**src/adr_clk_defs.vh**
```
/*
  adr_clk_defs.vh: register offsets, field positions, reset values and
  timing counts for the aperture delay ramp and clocking control block.
  assumes inclusion by bare name from the design, checker and test files.
*/
`ifndef ADR_CLK_DEFS_VH
`define ADR_CLK_DEFS_VH

// register byte offsets on the wishbone bus
`define ADR_OFS_CTRL      8'h00
`define ADR_OFS_COARSE    8'h04
`define ADR_OFS_FINE      8'h08
`define ADR_OFS_STATUS    8'h0C
`define ADR_OFS_SYSREF    8'h10

// control register fields
`define ADR_CTRL_INV      0
`define ADR_CTRL_RAMPEN   1
`define ADR_CTRL_RATE     2
`define ADR_CTRL_SINGLE   3

// status register fields
`define ADR_STAT_BUSY     0
`define ADR_STAT_ACT_LSB  8

// reset values
`define ADR_RST_CTRL      4'h0
`define ADR_RST_CODE      8'h00

// ramp timing: ramp period in clocks, steps per ramp period
`define ADR_RAMP_PERIOD   256
`define ADR_STEPS_SLOW    1
`define ADR_STEPS_FAST    4

`endif

```
**src/adr_clk_ctrl.v**
```verilog
/*
  adr_clk_ctrl.v: clocking control for the converter: sampling-edge
  selection, aperture delay codes with coarse ramping, and system
  reference capture on a deterministic clock edge.
  assumes a classic wishbone master on core_clk and a sysref input that
  is already synchronous to core_clk.
*/
// The Wishbone slave port and the address map were decided locally.
// Functional notes
// - dual-channel mode samples on rising edges only, single-channel on both.
// - sysref is captured on a fixed clock edge; the source meets setup/hold.
// - single-channel mode uses dual-edge sampling, doubling the sysref window.
// - the half-period invert control delays sampling by half a clock period.
// - coarse and fine delay codes each offer 256 settings of one step each.
// - invert, coarse and fine delays are independent and add together.
// - the aperture delay shifts every internal clock, sysref capture included.
// - delay changes are accepted live and may briefly disturb the link.
// - the ramp moves the active coarse code one step at a time to its target.
// - ramp speed is one step per 256 clocks slow, four per 256 clocks fast.
// - with ramp enabled every coarse write starts a new ramp to that value.
`timescale 1ns/1ns
`include "adr_clk_defs.vh"

module adr_clk_ctrl
#(
  parameter CODE_W = 8
)
(
  // clock and reset
  input  wire              core_clk,
  input  wire              resetn,
  // wishbone slave
  input  wire              wb_cyc_i,
  input  wire              wb_stb_i,
  input  wire              wb_we_i,
  input  wire [7:0]        wb_adr_i,
  input  wire [3:0]        wb_sel_i,
  input  wire [31:0]       wb_dat_i,
  output reg  [31:0]       wb_dat_o,
  output reg               wb_ack_o,
  // system reference
  input  wire              sysrefIn,
  // analog clock path controls
  output reg               halfPeriodInvert_q,
  output reg  [CODE_W-1:0] coarseDelayCode_q,
  output reg  [CODE_W-1:0] fineDelayCode_q,
  output reg               dualEdgeSample_q,
  output reg               sysrefCapt_q
);

  // software state
  reg               rampEnableBit_q;
  reg               rampSpeedSelect_q;
  reg  [CODE_W-1:0] coarseTarget_q;
  reg               sysrefSeen_q;
  reg               sysrefPrev_q;
  wire              stepTick;
  wire              busReq;
  wire              wrCtrl;
  wire              wrCoarse;
  wire              wrFine;
  wire              wrSysref;
  wire              rampBusy;
  wire              sysrefRise;
  reg  [31:0]       rdData;

  assign busReq   = wb_cyc_i & wb_stb_i & ~wb_ack_o;
  assign wrCtrl   = busReq & wb_we_i & wb_sel_i[0]
                    & (wb_adr_i == `ADR_OFS_CTRL);
  assign wrCoarse = busReq & wb_we_i & wb_sel_i[0]
                    & (wb_adr_i == `ADR_OFS_COARSE);
  assign wrFine   = busReq & wb_we_i & wb_sel_i[0]
                    & (wb_adr_i == `ADR_OFS_FINE);
  assign wrSysref = busReq & wb_we_i & wb_sel_i[0]
                    & (wb_adr_i == `ADR_OFS_SYSREF);
  assign rampBusy = (coarseTarget_q != coarseDelayCode_q);
  // sysref is sampled on the (possibly delayed) device clock edge
  assign sysrefRise = sysrefIn & ~sysrefPrev_q;

  adr_ramp_tick
  #(
    .PERIOD (`ADR_RAMP_PERIOD)
  )
  u_tick
  (
    .core_clk   (core_clk),
    .resetn     (resetn),
    .fastRate   (rampSpeedSelect_q),
    .stepTick_q (stepTick)
  );

  // bus answer: single-cycle ack, unmapped reads return zero
  always @*
  begin
    rdData = 32'h0000_0000;
    case (wb_adr_i)
      `ADR_OFS_CTRL:
      begin
        rdData[`ADR_CTRL_INV]    = halfPeriodInvert_q;
        rdData[`ADR_CTRL_RAMPEN] = rampEnableBit_q;
        rdData[`ADR_CTRL_RATE]   = rampSpeedSelect_q;
        rdData[`ADR_CTRL_SINGLE] = dualEdgeSample_q;
      end
      `ADR_OFS_COARSE:
        rdData[CODE_W-1:0] = coarseTarget_q;
      `ADR_OFS_FINE:
        rdData[CODE_W-1:0] = fineDelayCode_q;
      `ADR_OFS_STATUS:
      begin
        rdData[`ADR_STAT_BUSY] = rampBusy;
        rdData[`ADR_STAT_ACT_LSB +: CODE_W] = coarseDelayCode_q;
      end
      `ADR_OFS_SYSREF:
        rdData[0] = sysrefSeen_q;
      default:
        rdData = 32'h0000_0000;
    endcase
  end

  always @(posedge core_clk)
  begin
    if (!resetn)
    begin
      wb_ack_o <= 1'b0;
      wb_dat_o <= 32'h0000_0000;
    end
    else
    begin
      wb_ack_o <= busReq;
      wb_dat_o <= busReq ? rdData : 32'h0000_0000;
    end
  end

  // control bits; changes are accepted at any time during operation
  always @(posedge core_clk)
  begin
    if (!resetn)
    begin
      halfPeriodInvert_q <= 1'b0;
      rampEnableBit_q    <= 1'b0;
      rampSpeedSelect_q  <= 1'b0;
      dualEdgeSample_q   <= 1'b0;
      fineDelayCode_q    <= `ADR_RST_CODE;
    end
    else
    begin
      if (wrCtrl)
      begin
        halfPeriodInvert_q <= wb_dat_i[`ADR_CTRL_INV];
        rampEnableBit_q    <= wb_dat_i[`ADR_CTRL_RAMPEN];
        rampSpeedSelect_q  <= wb_dat_i[`ADR_CTRL_RATE];
        // single-channel mode: sample on both edges
        dualEdgeSample_q   <= wb_dat_i[`ADR_CTRL_SINGLE];
      end
      if (wrFine)
        fineDelayCode_q <= wb_dat_i[CODE_W-1:0];
    end
  end

  // coarse code: ramp one step per tick, or jump when ramping is off
  always @(posedge core_clk)
  begin
    if (!resetn)
    begin
      coarseTarget_q    <= `ADR_RST_CODE;
      coarseDelayCode_q <= `ADR_RST_CODE;
    end
    else
    begin
      if (wrCoarse)
      begin
        coarseTarget_q <= wb_dat_i[CODE_W-1:0];
        if (!rampEnableBit_q)
          coarseDelayCode_q <= wb_dat_i[CODE_W-1:0];
      end
      else if (rampEnableBit_q && stepTick && rampBusy)
      begin
        // single steps limit glitches on the internal clocks
        if (coarseTarget_q > coarseDelayCode_q)
          coarseDelayCode_q <= coarseDelayCode_q + 1'b1;
        else
          coarseDelayCode_q <= coarseDelayCode_q - 1'b1;
      end
      else if (!rampEnableBit_q && rampBusy)
        coarseDelayCode_q <= coarseTarget_q;
    end
  end

  // sysref capture: one pulse per rising edge, pulse or periodic alike
  always @(posedge core_clk)
  begin
    if (!resetn)
    begin
      sysrefPrev_q <= 1'b0;
      sysrefCapt_q <= 1'b0;
      sysrefSeen_q <= 1'b0;
    end
    else
    begin
      sysrefPrev_q <= sysrefIn;
      sysrefCapt_q <= sysrefRise;
      // set wins over a software clear in the same cycle
      if (sysrefRise)
        sysrefSeen_q <= 1'b1;
      else if (wrSysref && wb_dat_i[0])
        sysrefSeen_q <= 1'b0;
    end
  end

endmodule // adr_clk_ctrl

```
**src/adr_ramp_tick.v**
```verilog
/*
  adr_ramp_tick.v: divider that emits one-cycle step enables for the
  coarse delay ramp, spread evenly over each ramp period.
  assumes one clock and a synchronous active-low reset.
*/
`timescale 1ns/1ns
`include "adr_clk_defs.vh"

module adr_ramp_tick
#(
  parameter PERIOD = `ADR_RAMP_PERIOD
)
(
  // clock and reset
  input  wire        core_clk,
  input  wire        resetn,
  // control
  input  wire        fastRate,
  // step enable
  output reg         stepTick_q
);

  localparam integer LAST_FAST = PERIOD / `ADR_STEPS_FAST - 1;
  localparam integer LAST_SLOW = PERIOD / `ADR_STEPS_SLOW - 1;

  reg  [7:0]  divCnt_q;
  wire [7:0]  divLast;

  // fast rate wraps every quarter period: four steps per period
  assign divLast = fastRate ? LAST_FAST[7:0] : LAST_SLOW[7:0];

  always @(posedge core_clk)
  begin
    if (!resetn)
    begin
      divCnt_q   <= 8'h00;
      stepTick_q <= 1'b0;
    end
    else
    begin
      stepTick_q <= (divCnt_q >= divLast);
      if (divCnt_q >= divLast)
        divCnt_q <= 8'h00;
      else
        divCnt_q <= divCnt_q + 8'h01;
    end
  end

endmodule // adr_ramp_tick

```
**config.mk**
```make
export PLATFORM = sky130hd
export DESIGN_NAME = adr_clk_ctrl
export DESIGN_NICKNAME = d
export VERILOG_FILES = /design/src/adr_clk_ctrl.v /design/src/adr_ramp_tick.v
export VERILOG_INCLUDE_DIRS = /design/src
export SDC_FILE = /design/constraint.sdc
export NUM_CORES = 1
export LEC_CHECK = 0
export ABC_AREA = 0
export BUFFER_PORTS_ARGS = -buffer_cell sky130_fd_sc_hd__buf_2
export CAP_MARGIN = 20
export CORE_MARGIN = 2
export CORE_UTILIZATION = 50
export CTS_CLUSTER_DIAMETER = 200
export CTS_CLUSTER_SIZE = 14
export DETAILED_ROUTE_END_ITERATION = 8
export HOLD_SLACK_MARGIN = 0.08
export PLACE_DENSITY = 0.87
export SETUP_SLACK_MARGIN = 0.5
export SLEW_MARGIN = 20
export SYNTH_ARGS = -nofsm -noshare
export SYNTH_HDL_FRONTEND = slang
export SYNTH_SLANG_ARGS = --single-unit
```
**constraint.sdc**
```tcl
create_clock -name core_clk -period 3.6 [get_ports core_clk]
set_input_delay 0.18 -clock core_clk [delete_from_list [all_inputs] [get_ports core_clk]]
set_output_delay 0.18 -clock core_clk [all_outputs]
set_load 0.01 [all_outputs]
```
==> impl_results.md <==
- Largest family of logic cells by synthesized area: simple AND/OR/NAND/NOR gates
- Ratio of cells with drive above 1 in the final layout: 23.53%
- Worst Skew: 0.007974 ns
- Antenna violations before repair: 0
- CP peak stage delay: 0.37 ns
- Final TNS setup: 0 ns
- Die height: 79.82 um
- WS Path Type: reg -> reg
- Fill count: 509
- Crit-path most repeated cell: ha_1
- Simple-gate share of the synthesized area: 20.72%
- Synth Register Bits: 57
- Sequential share of the synthesized area: 39.70%
- Max IR drop VDD: 344.1 uV
- Global-route wire length before repair: 10.65 mm
- Synth Area in Adders: 8.533%
- Max capacitance violation total: 0
- DP Wirelength: 4.853 mm
- Mux contribution to synthesized area: 1.045%
- Core area: 5540 um2
- Pwr Density: 565.0 nW/um2
- Drt drc: 0
- Mapped cell area: 2874 um2
- CP top delay family: compound AO/OA/AOI/OAI gates
- Layout Nets: 472
- Largest net degree at the start of global routing: 23
- Longest Clk Path Bufs: 2
- Async SR Flop Fraction: 0%
- Worst Setup Start Kind: flop
- Initial Util: 51.87%
- GP Congestion: 0.8960
- Synth Area per Inst: 8.404 um2
- Cts bufs inserted: 9
- Die area: 6370 um2
- CTS clk-pin slew, worst paths: 0.07 ns
- Area grow syn2layout: 19.76%
- Period utilization: 80.63%
- M1 WL: 2.840 mm
- Xor and xnor area share after synthesis: 3.352%
- Final Critical Period: 2.903 ns
- Final Cell Area: 3442 um2
- Area post-placement: 3151 um2
- Critical path endpoint category: flop
- Core Rows: 27
- Clk_lat worst skew: 0.35 ns
- YS warnings: 0
- Fin. Hold Viols: 0
- Worst Path Buf+Inv: 1
- Fin. max-slew vios: 0
- Final setup viols: 0
- Routed vias: 2568
- Fraction of the mapped netlist area in compound gates: 18.72%
- Syn Inst Count: 342
- GRT overflow: 0
- Critical Path RT: 3.86 ns
- Num ports: 102
- GRT Overall Usage: 21.93%
- DRT antenna net count: 0
- Post-synth cell types: 47
- H-tree Lvls: 3
- CTS tree: done
- Worst Tran Pin Value: 0.5818 ns
- Vias in the first global route: 2417
- Most common flop cell mapped by yosys: dfxtp_1
- Drt total wl: 6.808 mm
- 1st-iter DRT viols: 96
- Max Used Layer: met4
- Root buf cell: clkbuf_8
- Antenna cells: 0
- CP Data Arrival Time: 3.16 ns
- Clock sinks: 57
- Cell Chain, Critical Path: inv_1 > ha_1 > nor2b_1 > o211ai_1 > a211oi_4 > nor2_4 > ha_1 > o21ai_0 > o21bai_1 > a21oi_2 > o21ai_1 > a21oi_1 > nand3b_1 > a221oi_2
- Vias per cell: 5.350
- Die Wd: 79.82 um
- Crit path max fanout: 5
- Leakage: 0.001446 uW
- Met2 routed WL: 3.381 mm
- Worst path slowest cell: dfxtp_2
- Post-synth EDFFs: 0
- Fmax: 0.3445 GHz
- Drt wl/cell: 14.18 um
- Hold Path Class: in -> reg
- Status: completed
- Metal3 WL: 435 um
- Max-slew headroom: 61.12%
- # port buffers: 58
- Drt first pass iters: 4
- Unrepaired setup endpoints after global routing: yes
-- where the power goes --
group	switching, uW	internal (uW)
Clock	263	357
Sequential	14.6	650
Combinational	377	284
-- placed cells by master (no fill, tap or decap), types with 4 or more instances in the layout --
master    instances
a21o_1            4
dfxtp_1          54
o211ai_1         10
nor2_1           25
buf_2            58
inv_1            10
conb_1           16
nand3_1          22
a22oi_1           4
o21ai_0           6
nand2_1          52
a21oi_1          30
nor3_1           11
xor2_1            7
buf_4             5
ha_1             16
xnor2_1           4
clkbuf_8         11
a21boi_0          8
-- cell type report --
class / instances / area [um2] / area share (%)
Clock buffer: 12 / 155.1 / 4.507
Multi-Input combinational cell: 260 / 1622 / 47.11
Timing Repair Buffer: 64 / 337.8 / 9.815
Tap cell: 72 / 90.09 / 2.617
Inverter: 11 / 41.29 / 1.200
Clock inverter: 4 / 51.30 / 1.490
Sequential cell: 57 / 1145 / 33.26
-- layer usage --
layer,vias up,GRT usage [%]
met5,-,0
met4,0,11.86
met3,18,5.090
met2,90,37.48
met1,1175,25.28
li1,1285,-
-- stage by stage --
stage | util (%) | instances | worst slack, ns | power (uW) | hold WS (ns)
2_1_floorplan | - | 357 | 0.6282 | 1105 | 0.3045
3_3_place_gp | 56.87 | 461 | 0.3078 | 1204 | 0.3973
3_5_place_dp | 56.87 | 461 | 0.2274 | 1225 | 0.4055
4_1_cts | 61.04 | 479 | 0.5026 | 1870 | 0.09642
5_1_grt | 62.13 | 480 | 0.4641 | 2038 | 0.1218
6_report | 62.13 | 480 | 0.6974 | 1945 | 0.1074
-- timing repair --
| item | in CTS | in global routing |
|---|---|---|
| hold buffers | 1 | 0 |
| endpoints found under the hold margin | 1 | 0 |
| setup buffers | 1 | 1 |
| pin swaps | 1 | 4 |
| setup endpoints to repair | 5 | 3 |
| gates resized for setup | 2 | 13 |
-- cell usage after synthesis (2+ instances only) --
cell      instances  area, um2
o21bai_1          2      15.01
mux2i_1           3      30.03
clkbuf_1          6      22.52
and3b_1           2      17.52
buf_4            18      135.1
dfxtp_1          57       1141
inv_1            10      37.54
nand3_1          22      110.1
nor2b_1           3      18.77
and3_1            3      18.77
nand2_1          52      195.2
a21o_1            4      30.03
nor3_1           11      55.05
nor2_1           26      97.59
xor2_1            7      61.31
a21boi_0          8      60.06
o21ai_0           8      40.04
ha_1             18      225.2
a22oi_1           4      30.03
a211oi_1          5      37.54
o211ai_1         10      75.07
xnor2_1           4      35.03
a21oi_1          31      155.2
buf_2             5      25.02
-- worst paths after layout --
kind	startpoint	endpoint	slack [ns]	depth (start not counted)
worst max-delay path	coarseDelayCode_q[1]	coarseDelayCode_q[7]	0.70	14
worst min-delay path	wb_dat_i[7]	coarseTarget_q[7]	0.11	3
worst max register to register	coarseDelayCode_q[1]	coarseDelayCode_q[7]	0.70	14
worst min register to register	sysrefPrev_q	sysrefCapt_q	0.41	1
-- cells by family after synthesis --
| logic type | after synthesis |
|---|---|
| flops | 57 |
| buf+inv | 40 |
| compound gates | 82 |
| other cells | 1 |
| fa+ha+maj | 19 |
| xor+xnor | 11 |
| mux | 3 |
| simple gates | 129 |
-- worst reg2reg max path, stage by stage, from the launching register on --
cell	delay (ns)
dfxtp_2	0.37
inv_1	0.08
ha_1	0.29
nor2b_1	0.12
o211ai_1	0.13
a211oi_4	0.33
nor2_4	0.09
ha_1	0.36
o21ai_0	0.12
o21bai_1	0.18
a21oi_2	0.09
o21ai_1	0.18
a21oi_1	0.06
nand3b_1	0.18
a221oi_2	0.26
-- flip-flops by register name, summed over array words and instances (netlist names) --
| signal | cells |
|---|---|
| coarseDelayCode_q | 8 |
| coarseTarget_q | 8 |
| dualEdgeSample_q | 1 |
| fineDelayCode_q | 8 |
| halfPeriodInvert_q | 1 |
| rampEnableBit_q | 1 |
| rampSpeedSelect_q | 1 |
| sysrefCapt_q | 1 |
| sysrefPrev_q | 1 |
| sysrefSeen_q | 1 |
| u_tick.divCnt_q | 8 |
| u_tick.stepTick_q | 1 |
| wb_ack_o | 1 |
| wb_dat_o | 16 |
No activity file was read; power rests on OpenSTA's default activity.
